[src/design/pkt_link_pkg.sv]
// package for the host packet link framer: timing, crc, packet layout and types
package pkt_link_pkg;
    // ************************************************************
    // clock and serial timing
    // ************************************************************
    localparam int CLK_HZ = 50_000_000;
    localparam int BAUD_DEFAULT = 115200;
    localparam int BIT_CYCLES = CLK_HZ / BAUD_DEFAULT;
    localparam int HALF_BIT_CYCLES = BIT_CYCLES / 2;
    localparam int DATA_BITS = 8;
    localparam int STOP_BITS = 1;
    // ************************************************************
    // answer deadline
    // ************************************************************
    localparam int ANSWER_MS = 250;
    localparam int ANSWER_CYCLES = (CLK_HZ / 1000) * ANSWER_MS;
    // ************************************************************
    // crc and type field
    // ************************************************************
    localparam logic [15:0] CRC_POLY = 16'h8408;
    localparam logic [15:0] CRC_INIT = 16'hFFFF;
    localparam logic [7:0] TYPE_CODE_MASK = 8'h3F;
    localparam logic [7:0] TYPE_RESPONSE = 8'h40;
    localparam int MAX_PAYLOAD = 255;

    // one byte with its link source: 0 = async serial, 1 = usb
    typedef struct packed {
        logic [7:0] data;
        logic src_usb;
    } link_byte_t;

    // received and checked packet header seen by command logic
    typedef struct packed {
        logic [7:0] ptype;
        logic [7:0] len;
        logic src_usb;
    } pkt_head_t;

    typedef enum logic [2:0] {
        RX_TYPE = 3'b000,
        RX_LEN = 3'b001,
        RX_DATA = 3'b010,
        RX_CRC_LO = 3'b011,
        RX_CRC_HI = 3'b100
    } rx_state_t;

    typedef enum logic [2:0] {
        TX_IDLE = 3'b000,
        TX_TYPE = 3'b001,
        TX_LEN = 3'b010,
        TX_DATA = 3'b011,
        TX_CRC_LO = 3'b100,
        TX_CRC_HI = 3'b101
    } tx_state_t;

    // one step of the reflected ccitt crc over a byte
    function automatic logic [15:0] crc_step(input logic [15:0] c, input logic [7:0] d);
        logic [15:0] r;
        r = c ^ {8'h00, d};
        for (int i = 0; i < 8; i++) begin
            r = r[0] ? ((r >> 1) ^ CRC_POLY) : (r >> 1);
        end
        return r;
    endfunction
endpackage

[src/design/pkt_fifo.sv]
// byte fifo with valid and ready on both sides
`timescale 1ns/100ps
module pkt_fifo #(
    parameter int WIDTH = 9,
    parameter int DEPTH = 16
) (
    input wire logic sys_clk,
    input wire logic srst,
    input wire logic [WIDTH-1:0] in_data,
    input wire logic in_valid,
    output logic in_ready,
    output logic [WIDTH-1:0] out_data,
    output logic out_valid,
    input wire logic out_ready
);
    localparam int AW = $clog2(DEPTH);
    logic [WIDTH-1:0] mem [DEPTH];
    logic [AW-1:0] wr_ff, rd_ff;
    logic [AW:0] cnt_ff;
    wire push = in_valid && in_ready;
    wire pop = out_valid && out_ready;
    assign in_ready = cnt_ff != (AW+1)'(DEPTH);
    assign out_valid = cnt_ff != '0;
    assign out_data = mem[rd_ff];

    always_ff @(posedge sys_clk) begin
        if (push) begin
            mem[wr_ff] <= in_data;
        end
    end

    always_ff @(posedge sys_clk) begin
        if (srst) begin
            wr_ff <= '0;
            rd_ff <= '0;
            cnt_ff <= '0;
        end else begin
            wr_ff <= push ? wr_ff + 1'b1 : wr_ff;
            rd_ff <= pop ? rd_ff + 1'b1 : rd_ff;
            cnt_ff <= cnt_ff + (AW+1)'(push) - (AW+1)'(pop);
        end
    end
endmodule

[src/design/host_packet_link_framer.sv]
// packet framer for the host command link: serial and usb byte in, checked packets out
`timescale 1ns/100ps
// Functional notes
// - serial port resets to 115200 8N1
// - packet is type, length, payload, crc
// - first byte is the packet type
// - length byte gives 0 to 255 payload
// - crc16 covers type, length and payload
// - crc sent low byte first
// - crc directly follows last payload byte
// - usb line settings accepted but ignored
// - same framing for serial and usb
// - answer type keeps low six bits
// - answer every packet within 250 ms; a packet with a bad crc is dropped and gets no answer
module host_packet_link_framer
    import pkt_link_pkg::*;
#(
    parameter int ANSWER_LIMIT = ANSWER_CYCLES
) (
    input wire logic sys_clk,
    input wire logic srst,
    input wire logic ser_rx,
    output logic ser_tx,
    input wire logic [7:0] usb_rx_data,
    input wire logic usb_rx_valid,
    output logic usb_rx_ready,
    input wire logic usb_line_coding_valid,
    output logic [7:0] usb_tx_data,
    output logic usb_tx_valid,
    input wire logic usb_tx_ready,
    output pkt_head_t cmd_head,
    output logic [7:0] cmd_data,
    output logic cmd_data_valid,
    output logic cmd_done,
    input wire logic [7:0] rsp_type,
    input wire logic [7:0] rsp_len,
    input wire logic rsp_is_error,
    input wire logic rsp_start,
    input wire logic [7:0] rsp_data,
    output logic rsp_data_take,
    output logic rsp_busy,
    output logic answer_late
);
    // ************************************************************
    // serial receiver, three-stage input sampling
    // ************************************************************
    logic [2:0] rx_sync_ff;
    logic rx_lvl_ff;
    logic [15:0] rx_cnt_ff;
    logic [3:0] rx_bit_ff;
    logic [7:0] rx_sh_ff;
    logic rx_busy_ff;
    logic ser_byte_ff;
    wire rx_agree = rx_sync_ff[2] == rx_sync_ff[1];
    wire rx_pin = rx_agree ? rx_sync_ff[1] : rx_lvl_ff;
    wire rx_tick = rx_cnt_ff == '0;

    always_ff @(posedge sys_clk) begin
        if (srst) begin
            rx_sync_ff <= 3'h7;
            rx_lvl_ff <= 1'b1;
            rx_cnt_ff <= '0;
            rx_bit_ff <= '0;
            rx_sh_ff <= '0;
            rx_busy_ff <= 1'b0;
            ser_byte_ff <= 1'b0;
        end else begin
            rx_sync_ff <= {rx_sync_ff[1:0], ser_rx};
            rx_lvl_ff <= rx_pin;
            ser_byte_ff <= 1'b0;
            if (!rx_busy_ff) begin
                if (!rx_pin) begin
                    rx_busy_ff <= 1'b1;
                    rx_cnt_ff <= 16'(HALF_BIT_CYCLES);
                    rx_bit_ff <= '0;
                end
            end else if (!rx_tick) begin
                rx_cnt_ff <= rx_cnt_ff - 1'b1;
            end else begin
                rx_cnt_ff <= 16'(BIT_CYCLES - 1);
                rx_bit_ff <= rx_bit_ff + 1'b1;
                if (rx_bit_ff == '0 && rx_pin) begin
                    rx_busy_ff <= 1'b0;
                end else if (rx_bit_ff >= 4'd1 && rx_bit_ff <= 4'(DATA_BITS)) begin
                    rx_sh_ff <= {rx_pin, rx_sh_ff[7:1]};
                end else if (rx_bit_ff == 4'(DATA_BITS + STOP_BITS)) begin
                    rx_busy_ff <= 1'b0;
                    ser_byte_ff <= rx_pin;
                end
            end
        end
    end

    // ************************************************************
    // byte merge: both links share one fifo and one parser
    // ************************************************************
    // serial has priority; usb waits via ready
    // usb line coding has no effect on transfer
    wire usb_sel = !ser_byte_ff;
    wire fifo_in_valid = ser_byte_ff || usb_rx_valid;
    link_byte_t fifo_in, fifo_out;
    logic fifo_in_ready, fifo_out_valid;
    assign fifo_in = ser_byte_ff ? link_byte_t'{data: rx_sh_ff, src_usb: 1'b0}
                                 : link_byte_t'{data: usb_rx_data, src_usb: 1'b1};
    assign usb_rx_ready = usb_sel && fifo_in_ready;
    wire unused_coding = usb_line_coding_valid;

    pkt_fifo #(.WIDTH($bits(link_byte_t)), .DEPTH(16)) u_fifo (
        .sys_clk(sys_clk),
        .srst(srst),
        .in_data(fifo_in),
        .in_valid(fifo_in_valid),
        .in_ready(fifo_in_ready),
        .out_data(fifo_out),
        .out_valid(fifo_out_valid),
        .out_ready(1'b1)
    );

    // ************************************************************
    // packet parser
    // ************************************************************
    rx_state_t rx_st_ff;
    logic [15:0] rx_crc_ff;
    logic [7:0] rx_left_ff, crc_lo_ff;
    pkt_head_t head_ff;
    wire [15:0] crc_nxt = crc_step(rx_crc_ff, fifo_out.data);
    wire [15:0] crc_final = ~rx_crc_ff;
    wire crc_ok = {fifo_out.data, crc_lo_ff} == crc_final;

    always_ff @(posedge sys_clk) begin
        if (srst) begin
            rx_st_ff <= RX_TYPE;
            rx_crc_ff <= CRC_INIT;
            rx_left_ff <= '0;
            crc_lo_ff <= '0;
            head_ff <= '0;
            cmd_head <= '0;
            cmd_data <= '0;
            cmd_data_valid <= 1'b0;
            cmd_done <= 1'b0;
        end else begin
            cmd_data_valid <= 1'b0;
            cmd_done <= 1'b0;
            if (fifo_out_valid) begin
                case (rx_st_ff)
                    RX_TYPE: begin
                        head_ff <= '{ptype: fifo_out.data, len: 8'h00,
                                     src_usb: fifo_out.src_usb};
                        rx_crc_ff <= crc_step(CRC_INIT, fifo_out.data);
                        rx_st_ff <= RX_LEN;
                    end
                    RX_LEN: begin
                        head_ff.len <= fifo_out.data;
                        rx_left_ff <= fifo_out.data;
                        rx_crc_ff <= crc_nxt;
                        rx_st_ff <= (fifo_out.data == 8'h00) ? RX_CRC_LO : RX_DATA;
                    end
                    RX_DATA: begin
                        cmd_data <= fifo_out.data;
                        cmd_data_valid <= 1'b1;
                        rx_crc_ff <= crc_nxt;
                        rx_left_ff <= rx_left_ff - 1'b1;
                        rx_st_ff <= (rx_left_ff == 8'h01) ? RX_CRC_LO : RX_DATA;
                    end
                    RX_CRC_LO: begin
                        crc_lo_ff <= fifo_out.data;
                        rx_st_ff <= RX_CRC_HI;
                    end
                    // only a good crc reports the packet
                    default: begin
                        cmd_done <= crc_ok;
                        // a dropped packet must not steer the answer's link
                        if (crc_ok) begin
                            cmd_head <= head_ff;
                        end
                        rx_st_ff <= RX_TYPE;
                    end
                endcase
            end
        end
    end

    // ************************************************************
    // response builder and serial transmitter
    // ************************************************************
    tx_state_t tx_st_ff;
    logic [15:0] tx_crc_ff;
    logic [7:0] tx_left_ff, tx_type_ff, tx_len_ff;
    logic tx_usb_ff;
    logic [15:0] tx_cnt_ff;
    logic [3:0] tx_bit_ff;
    logic [9:0] tx_sh_ff;
    logic ser_busy_ff;
    // keep command code, set class bits
    wire [7:0] class_bits = rsp_is_error ? 8'hC0 : TYPE_RESPONSE;
    wire [7:0] ans_type = (rsp_type & TYPE_CODE_MASK) | class_bits;
    wire link_free = tx_usb_ff ? !usb_tx_valid || usb_tx_ready : !ser_busy_ff;
    wire tx_send = tx_st_ff != TX_IDLE && link_free;
    wire [15:0] tx_crc_out = ~tx_crc_ff;
    logic [7:0] tx_byte;
    assign tx_byte = (tx_st_ff == TX_TYPE) ? tx_type_ff :
                     (tx_st_ff == TX_LEN) ? tx_len_ff :
                     (tx_st_ff == TX_DATA) ? rsp_data :
                     (tx_st_ff == TX_CRC_LO) ? tx_crc_out[7:0] : tx_crc_out[15:8];
    assign rsp_data_take = tx_send && tx_st_ff == TX_DATA;

    always_ff @(posedge sys_clk) begin
        if (srst) begin
            tx_st_ff <= TX_IDLE;
            tx_crc_ff <= CRC_INIT;
            tx_left_ff <= '0;
            tx_type_ff <= '0;
            tx_len_ff <= '0;
            tx_usb_ff <= 1'b0;
            rsp_busy <= 1'b0;
        end else if (tx_st_ff == TX_IDLE) begin
            if (rsp_start) begin
                tx_type_ff <= ans_type;
                tx_len_ff <= rsp_len;
                tx_left_ff <= rsp_len;
                tx_usb_ff <= cmd_head.src_usb;
                tx_crc_ff <= CRC_INIT;
                tx_st_ff <= TX_TYPE;
                rsp_busy <= 1'b1;
            end
        end else if (tx_send) begin
            if (tx_st_ff <= TX_DATA) begin
                tx_crc_ff <= crc_step(tx_crc_ff, tx_byte);
            end
            case (tx_st_ff)
                TX_TYPE: tx_st_ff <= TX_LEN;
                // crc right after last payload byte
                TX_LEN: tx_st_ff <= (tx_len_ff == 8'h00) ? TX_CRC_LO : TX_DATA;
                TX_DATA: begin
                    tx_left_ff <= tx_left_ff - 1'b1;
                    tx_st_ff <= (tx_left_ff == 8'h01) ? TX_CRC_LO : TX_DATA;
                end
                TX_CRC_LO: tx_st_ff <= TX_CRC_HI;
                default: begin
                    tx_st_ff <= TX_IDLE;
                    rsp_busy <= 1'b0;
                end
            endcase
        end
    end

    always_ff @(posedge sys_clk) begin
        if (srst) begin
            usb_tx_data <= '0;
            usb_tx_valid <= 1'b0;
            ser_tx <= 1'b1;
            ser_busy_ff <= 1'b0;
            tx_cnt_ff <= '0;
            tx_bit_ff <= '0;
            tx_sh_ff <= 10'h3FF;
        end else begin
            if (usb_tx_valid && usb_tx_ready) begin
                usb_tx_valid <= 1'b0;
            end
            if (tx_send && tx_usb_ff) begin
                usb_tx_data <= tx_byte;
                usb_tx_valid <= 1'b1;
            end
            if (tx_send && !tx_usb_ff) begin
                tx_sh_ff <= {1'b1, tx_byte, 1'b0};
                ser_busy_ff <= 1'b1;
                tx_cnt_ff <= '0;
                tx_bit_ff <= '0;
            end else if (ser_busy_ff) begin
                ser_tx <= tx_sh_ff[0];
                if (tx_cnt_ff == 16'(BIT_CYCLES - 1)) begin
                    tx_cnt_ff <= '0;
                    tx_sh_ff <= {1'b1, tx_sh_ff[9:1]};
                    tx_bit_ff <= tx_bit_ff + 1'b1;
                    ser_busy_ff <= tx_bit_ff != 4'(DATA_BITS + STOP_BITS);
                end else begin
                    tx_cnt_ff <= tx_cnt_ff + 1'b1;
                end
            end else begin
                ser_tx <= 1'b1;
            end
        end
    end

    // ************************************************************
    // answer deadline watch
    // ************************************************************
    logic [31:0] wait_ff;
    logic waiting_ff;
    // flag an answer later than the limit
    always_ff @(posedge sys_clk) begin
        if (srst) begin
            wait_ff <= '0;
            waiting_ff <= 1'b0;
            answer_late <= 1'b0;
        end else begin
            answer_late <= 1'b0;
            if (cmd_done) begin
                waiting_ff <= 1'b1;
                wait_ff <= '0;
            end else if (rsp_start && tx_st_ff == TX_IDLE) begin
                waiting_ff <= 1'b0;
            end else if (waiting_ff) begin
                wait_ff <= wait_ff + 1'b1;
                if (wait_ff == 32'(ANSWER_LIMIT)) begin
                    answer_late <= 1'b1;
                    waiting_ff <= 1'b0;
                end
            end
        end
    end
endmodule

[config.mk]
export PLATFORM = sky130hd
export DESIGN_NAME = host_packet_link_framer
export DESIGN_NICKNAME = d
export VERILOG_FILES = /design/src/design/pkt_link_pkg.sv /design/src/design/pkt_fifo.sv /design/src/design/host_packet_link_framer.sv
export SDC_FILE = /design/constraint.sdc
export NUM_CORES = 1
export LEC_CHECK = 0
export ABC_AREA = 0
export ABC_CLOCK_PERIOD_IN_PS = 3550
export BUFFER_PORTS_ARGS = -buffer_cell sky130_fd_sc_hd__buf_2
export CAP_MARGIN = 20
export CORE_MARGIN = 2
export CORE_UTILIZATION = 62
export CTS_CLUSTER_SIZE = 30
export DETAILED_ROUTE_END_ITERATION = 8
export GPL_TIMING_DRIVEN = 0
export MAX_ROUTING_LAYER = met4
export PLACE_DENSITY = 0.8
export SLEW_MARGIN = 20
export SYNTH_ARGS = -nofsm -noshare
export SYNTH_HDL_FRONTEND = slang
export SYNTH_SLANG_ARGS = --single-unit
[constraint.sdc]
create_clock -name sys_clk -period 3.55 [get_ports sys_clk]
set_clock_uncertainty 0.1 [all_clocks]
set_input_delay 0 -clock sys_clk [delete_from_list [all_inputs] [get_ports sys_clk]]
set_output_delay 0 -clock sys_clk [all_outputs]
set_load 0.02 [all_outputs]
==> impl_metrics.ini <==
[setup_path]
crit_buf_inv = 5
slowest_stage = nor4b_2
regToRegSetupSlack_ns = 0.32
critPathKind = register to register
start_kind = register
end_kind = register
cpPeakStageDelay_ns = 0.53
crit_family = simple AND/OR/NAND/NOR gates
cp.depth = 14
crit_chain = inv_1, ha_1, nor4b_2, inv_1, ha_1, inv_1, ha_1, inv_1, fa_1, inv_1, a21oi_1, nor2_1, or3_1, a21oi_1
cp_max_fo = 7
reg2reg_depth = 14
worstPathRequired_ns = 3.90
cp_data_arrival_time_ns = 3.58
cpMostUsedCell = inv_1

[route]
postRouteWirelength_microns = 44090
antenna_left = 0
drt_iter0_markers = 1103
drc = 0
via_count = 13618
wire_per_inst_microns = 19.26
drt-vias-per-instance = 5.949
dr.pass1.iters = 5

[clock_network]
clkTransAtPathRegs_ns = 0.06
cts_num_sinks = 393
cts_tree = done
clock_path_buffers = 3
ctsHtreeMaxLevel = 2
cts_root_buffer = clkbuf_16
clk_latency_ns = 0.54
cts_buffers = 41

[yosys]
synth-edff-count = 144
ys_types = 84
yosysSeqAreaShare = 0.5182
syn_nets = 1781
synth-async-reset-ratio = 0
yosysMostFrequentCell = dfxtp_1
syn_avg_cell_area_sq_um = 10.48
yosysTopAreaCell = dfxtp_1
netlist_area_sq_um = 17960
syn_inst = 1714
synthFlopType = dfxtp_1
synth_top_area_share = 0.2775
synth_warnings = 0
synth_area_leaders = dfxtp_1 (28%), edfxtp_1 (24%), mux4_2 (4.8%)
synth-seq-cells = 393
netlist_top_cells_count = dfxtp_1 (249), nor2_1 (219), nand2_1 (161)

[power_and_ir_drop]
p_per_area_nw_per_um2 = 798.2
p_switching_mw = 6.140
p_int_mw = 10.25
pwr-share-clk = 0.251
swShare = 0.3746
combPwrFrac = 0.405
pwr-share-seq = 0.345
cellLeakagePower_nw = 7.212
peakVddDrop_uv = 474.4

[place]
portBuffers = 77
dp_hpwl_microns = 29940
dpl_cell_area_sq_um = 18890
gp_congestion = 0.9217

[sta]
fmax_mhz = 309.7
tightestPinTransition_ns = 1.144
report.final.slew_viol_count = 0
period_minus_slack_ns = 3.229
rsz0062_at_grt = no
fin_crit_sh = 0.9097
slew_headroom = 0.2347
hold_viol = 0
hold_slack_ns = 0.07193
final-setup-viol-count = 0
tns_ns = 0

[flow_run]
drv_cap = 0

[final_layout]
area_growth_pct = 14.31
drive_gt1_frac = 0.1591
antenna_cells_inserted = 0
num-fill-cells = 2016
nNetsFinal = 1941
design_area_sq_um = 20540

[floorplanning]
start_util = 0.6276
die_w_microns = 174.2
ioPinCount = 81
coreArea_sq_um = 28630
die_area_sq_um = 30350
die_height_microns = 174.2
rows = 62

[global_routing]
grt.total_usage = 0.2931
grt_overflow_total = 0
grt_pass1_vias = 13230
grt_max_degree = 17
antenna_found_initial = 0
grt_pass1_wl_microns = 68740

[hold_path]
hold_path.class = input pin to register
hold_depth = 7

[status]
outcome = finished, final reports clean
==> tightest hold or removal path, stage by stage <==
cell	delay [ns]
buf_2	0.08
mux2i_1	0.06
nand2_1	0.09
o211ai_1	0.17
nand2_1	0.11
o21ai_0	0.09
nand2_1	0.06
==> routing by layer <==
metal	part of all wire	up-vias	routed length [microns]	global-route usage
met5	0	-	0	-
met4	0.040	0	1758	0.1257
met3	0.055	125	2442	0.03806
met2	0.50	494	21900	0.4940
met1	0.41	6582	17990	0.3556
li1	-	6417	-	-
==> layout by cell type (no fill, tap or decap), types with 18 or more instances in the layout <==
| cell type | n |
|---|---|
| dfxtp_1 | 249 |
| nor2_1 | 216 |
| nand2_1 | 161 |
| edfxtp_1 | 144 |
| a21oi_1 | 135 |
| buf_2 | 90 |
| xnor2_1 | 75 |
| clkbuf_1 | 69 |
| xor2_1 | 60 |
| o21ai_0 | 49 |
| nor3_1 | 43 |
| clkbuf_16 | 41 |
| inv_1 | 38 |
| nand3_1 | 38 |
| mux4_2 | 38 |
| dlygate4sd3_1 | 34 |
| mux2i_1 | 33 |
| ha_1 | 26 |
| o211ai_1 | 22 |
| mux2_2 | 18 |
==> what timing repair did <==
| item | CTS | global route |
|---|---|---|
| resized for setup | 1 | 0 |
| setup buffers | 0 | 0 |
| hold buffers | 34 | 0 |
| setup endpoints to repair | 1 | 0 |
| hold endpoints to repair | 158 | 0 |
==> sequential cells by signal (all words and copies together), names as in the netlist, 5 cells and up, named ones only <==
| signal | flops |
|---|---|
| cmd_data | 8 |
| cmd_head | 17 |
| crc_lo_ff | 8 |
| head_ff | 17 |
| rx_cnt_ff | 16 |
| rx_crc_ff | 16 |
| rx_left_ff | 8 |
| rx_sh_ff | 8 |
| tx_cnt_ff | 16 |
| tx_crc_ff | 16 |
| tx_left_ff | 8 |
| tx_len_ff | 8 |
| tx_sh_ff | 9 |
| tx_type_ff | 8 |
| u_fifo.cnt_ff | 5 |
| u_fifo.mem | 144 |
| usb_tx_data | 8 |
| wait_ff | 32 |
==> cell families after synthesis <==
| logic type | synth area share |
|---|---|
| AOI/OAI and AO/OA | 0.1013 |
| DFF | 0.5182 |
| adders and majority gates | 0.01978 |
| muxes | 0.08964 |
| buffers and inverters | 0.03545 |
| and+or+nand+nor | 0.1650 |
| xor gates and xnor gates | 0.07069 |
==> metrics by stage <==
stage          setup slack, ns  cells  utilization  power (mW)
6_report                0.3207   2289       0.7174       16.39
5_1_grt                 0.1522   2289       0.7174       17.23
4_1_cts                 0.3442   2287       0.7166       16.34
3_5_place_dp           -0.1194   2179       0.6598       12.17
3_3_place_gp           -0.1239   2175       0.6578       11.98
2_1_floorplan           0.9049   1714            -       10.67
==> layout make-up <==
cell class                 instances  area [sq um]  area share
sequential                       393          9309      0.4533
timing repair buffer             117         770.7     0.03753
inverter                          38         142.6    0.006946
multi-input combinational       1187          8059      0.3924
tap                              384         480.5     0.02340
clock inverter                    20         135.1    0.006580
clock buffer                      54          1145     0.05575
buffer                            96         494.2     0.02407
==> path summary, 6_finish.rpt <==
check	startpoint	endpoint
worst max-delay path	u_fifo.cnt_ff[3]	u_fifo.cnt_ff[4]
worst min-delay path	rsp_data[6]	tx_sh_ff[7]
worst max register to register	u_fifo.cnt_ff[3]	u_fifo.cnt_ff[4]
worst min register to register	rx_sync_ff[0]	rx_sync_ff[1]
==> power by group through the flow <==
stage	Sequential (mW)	Combinational, mW	Clock, mW
finish	5.65	6.63	4.11
global route	5.70	7.21	4.32
CTS	5.64	6.57	4.14
detailed placement	5.73	6.45	0
global placement	5.71	6.27	0
floorplan	5.63	5.04	0
Note: power is estimated with default switching activity, not from simulation.
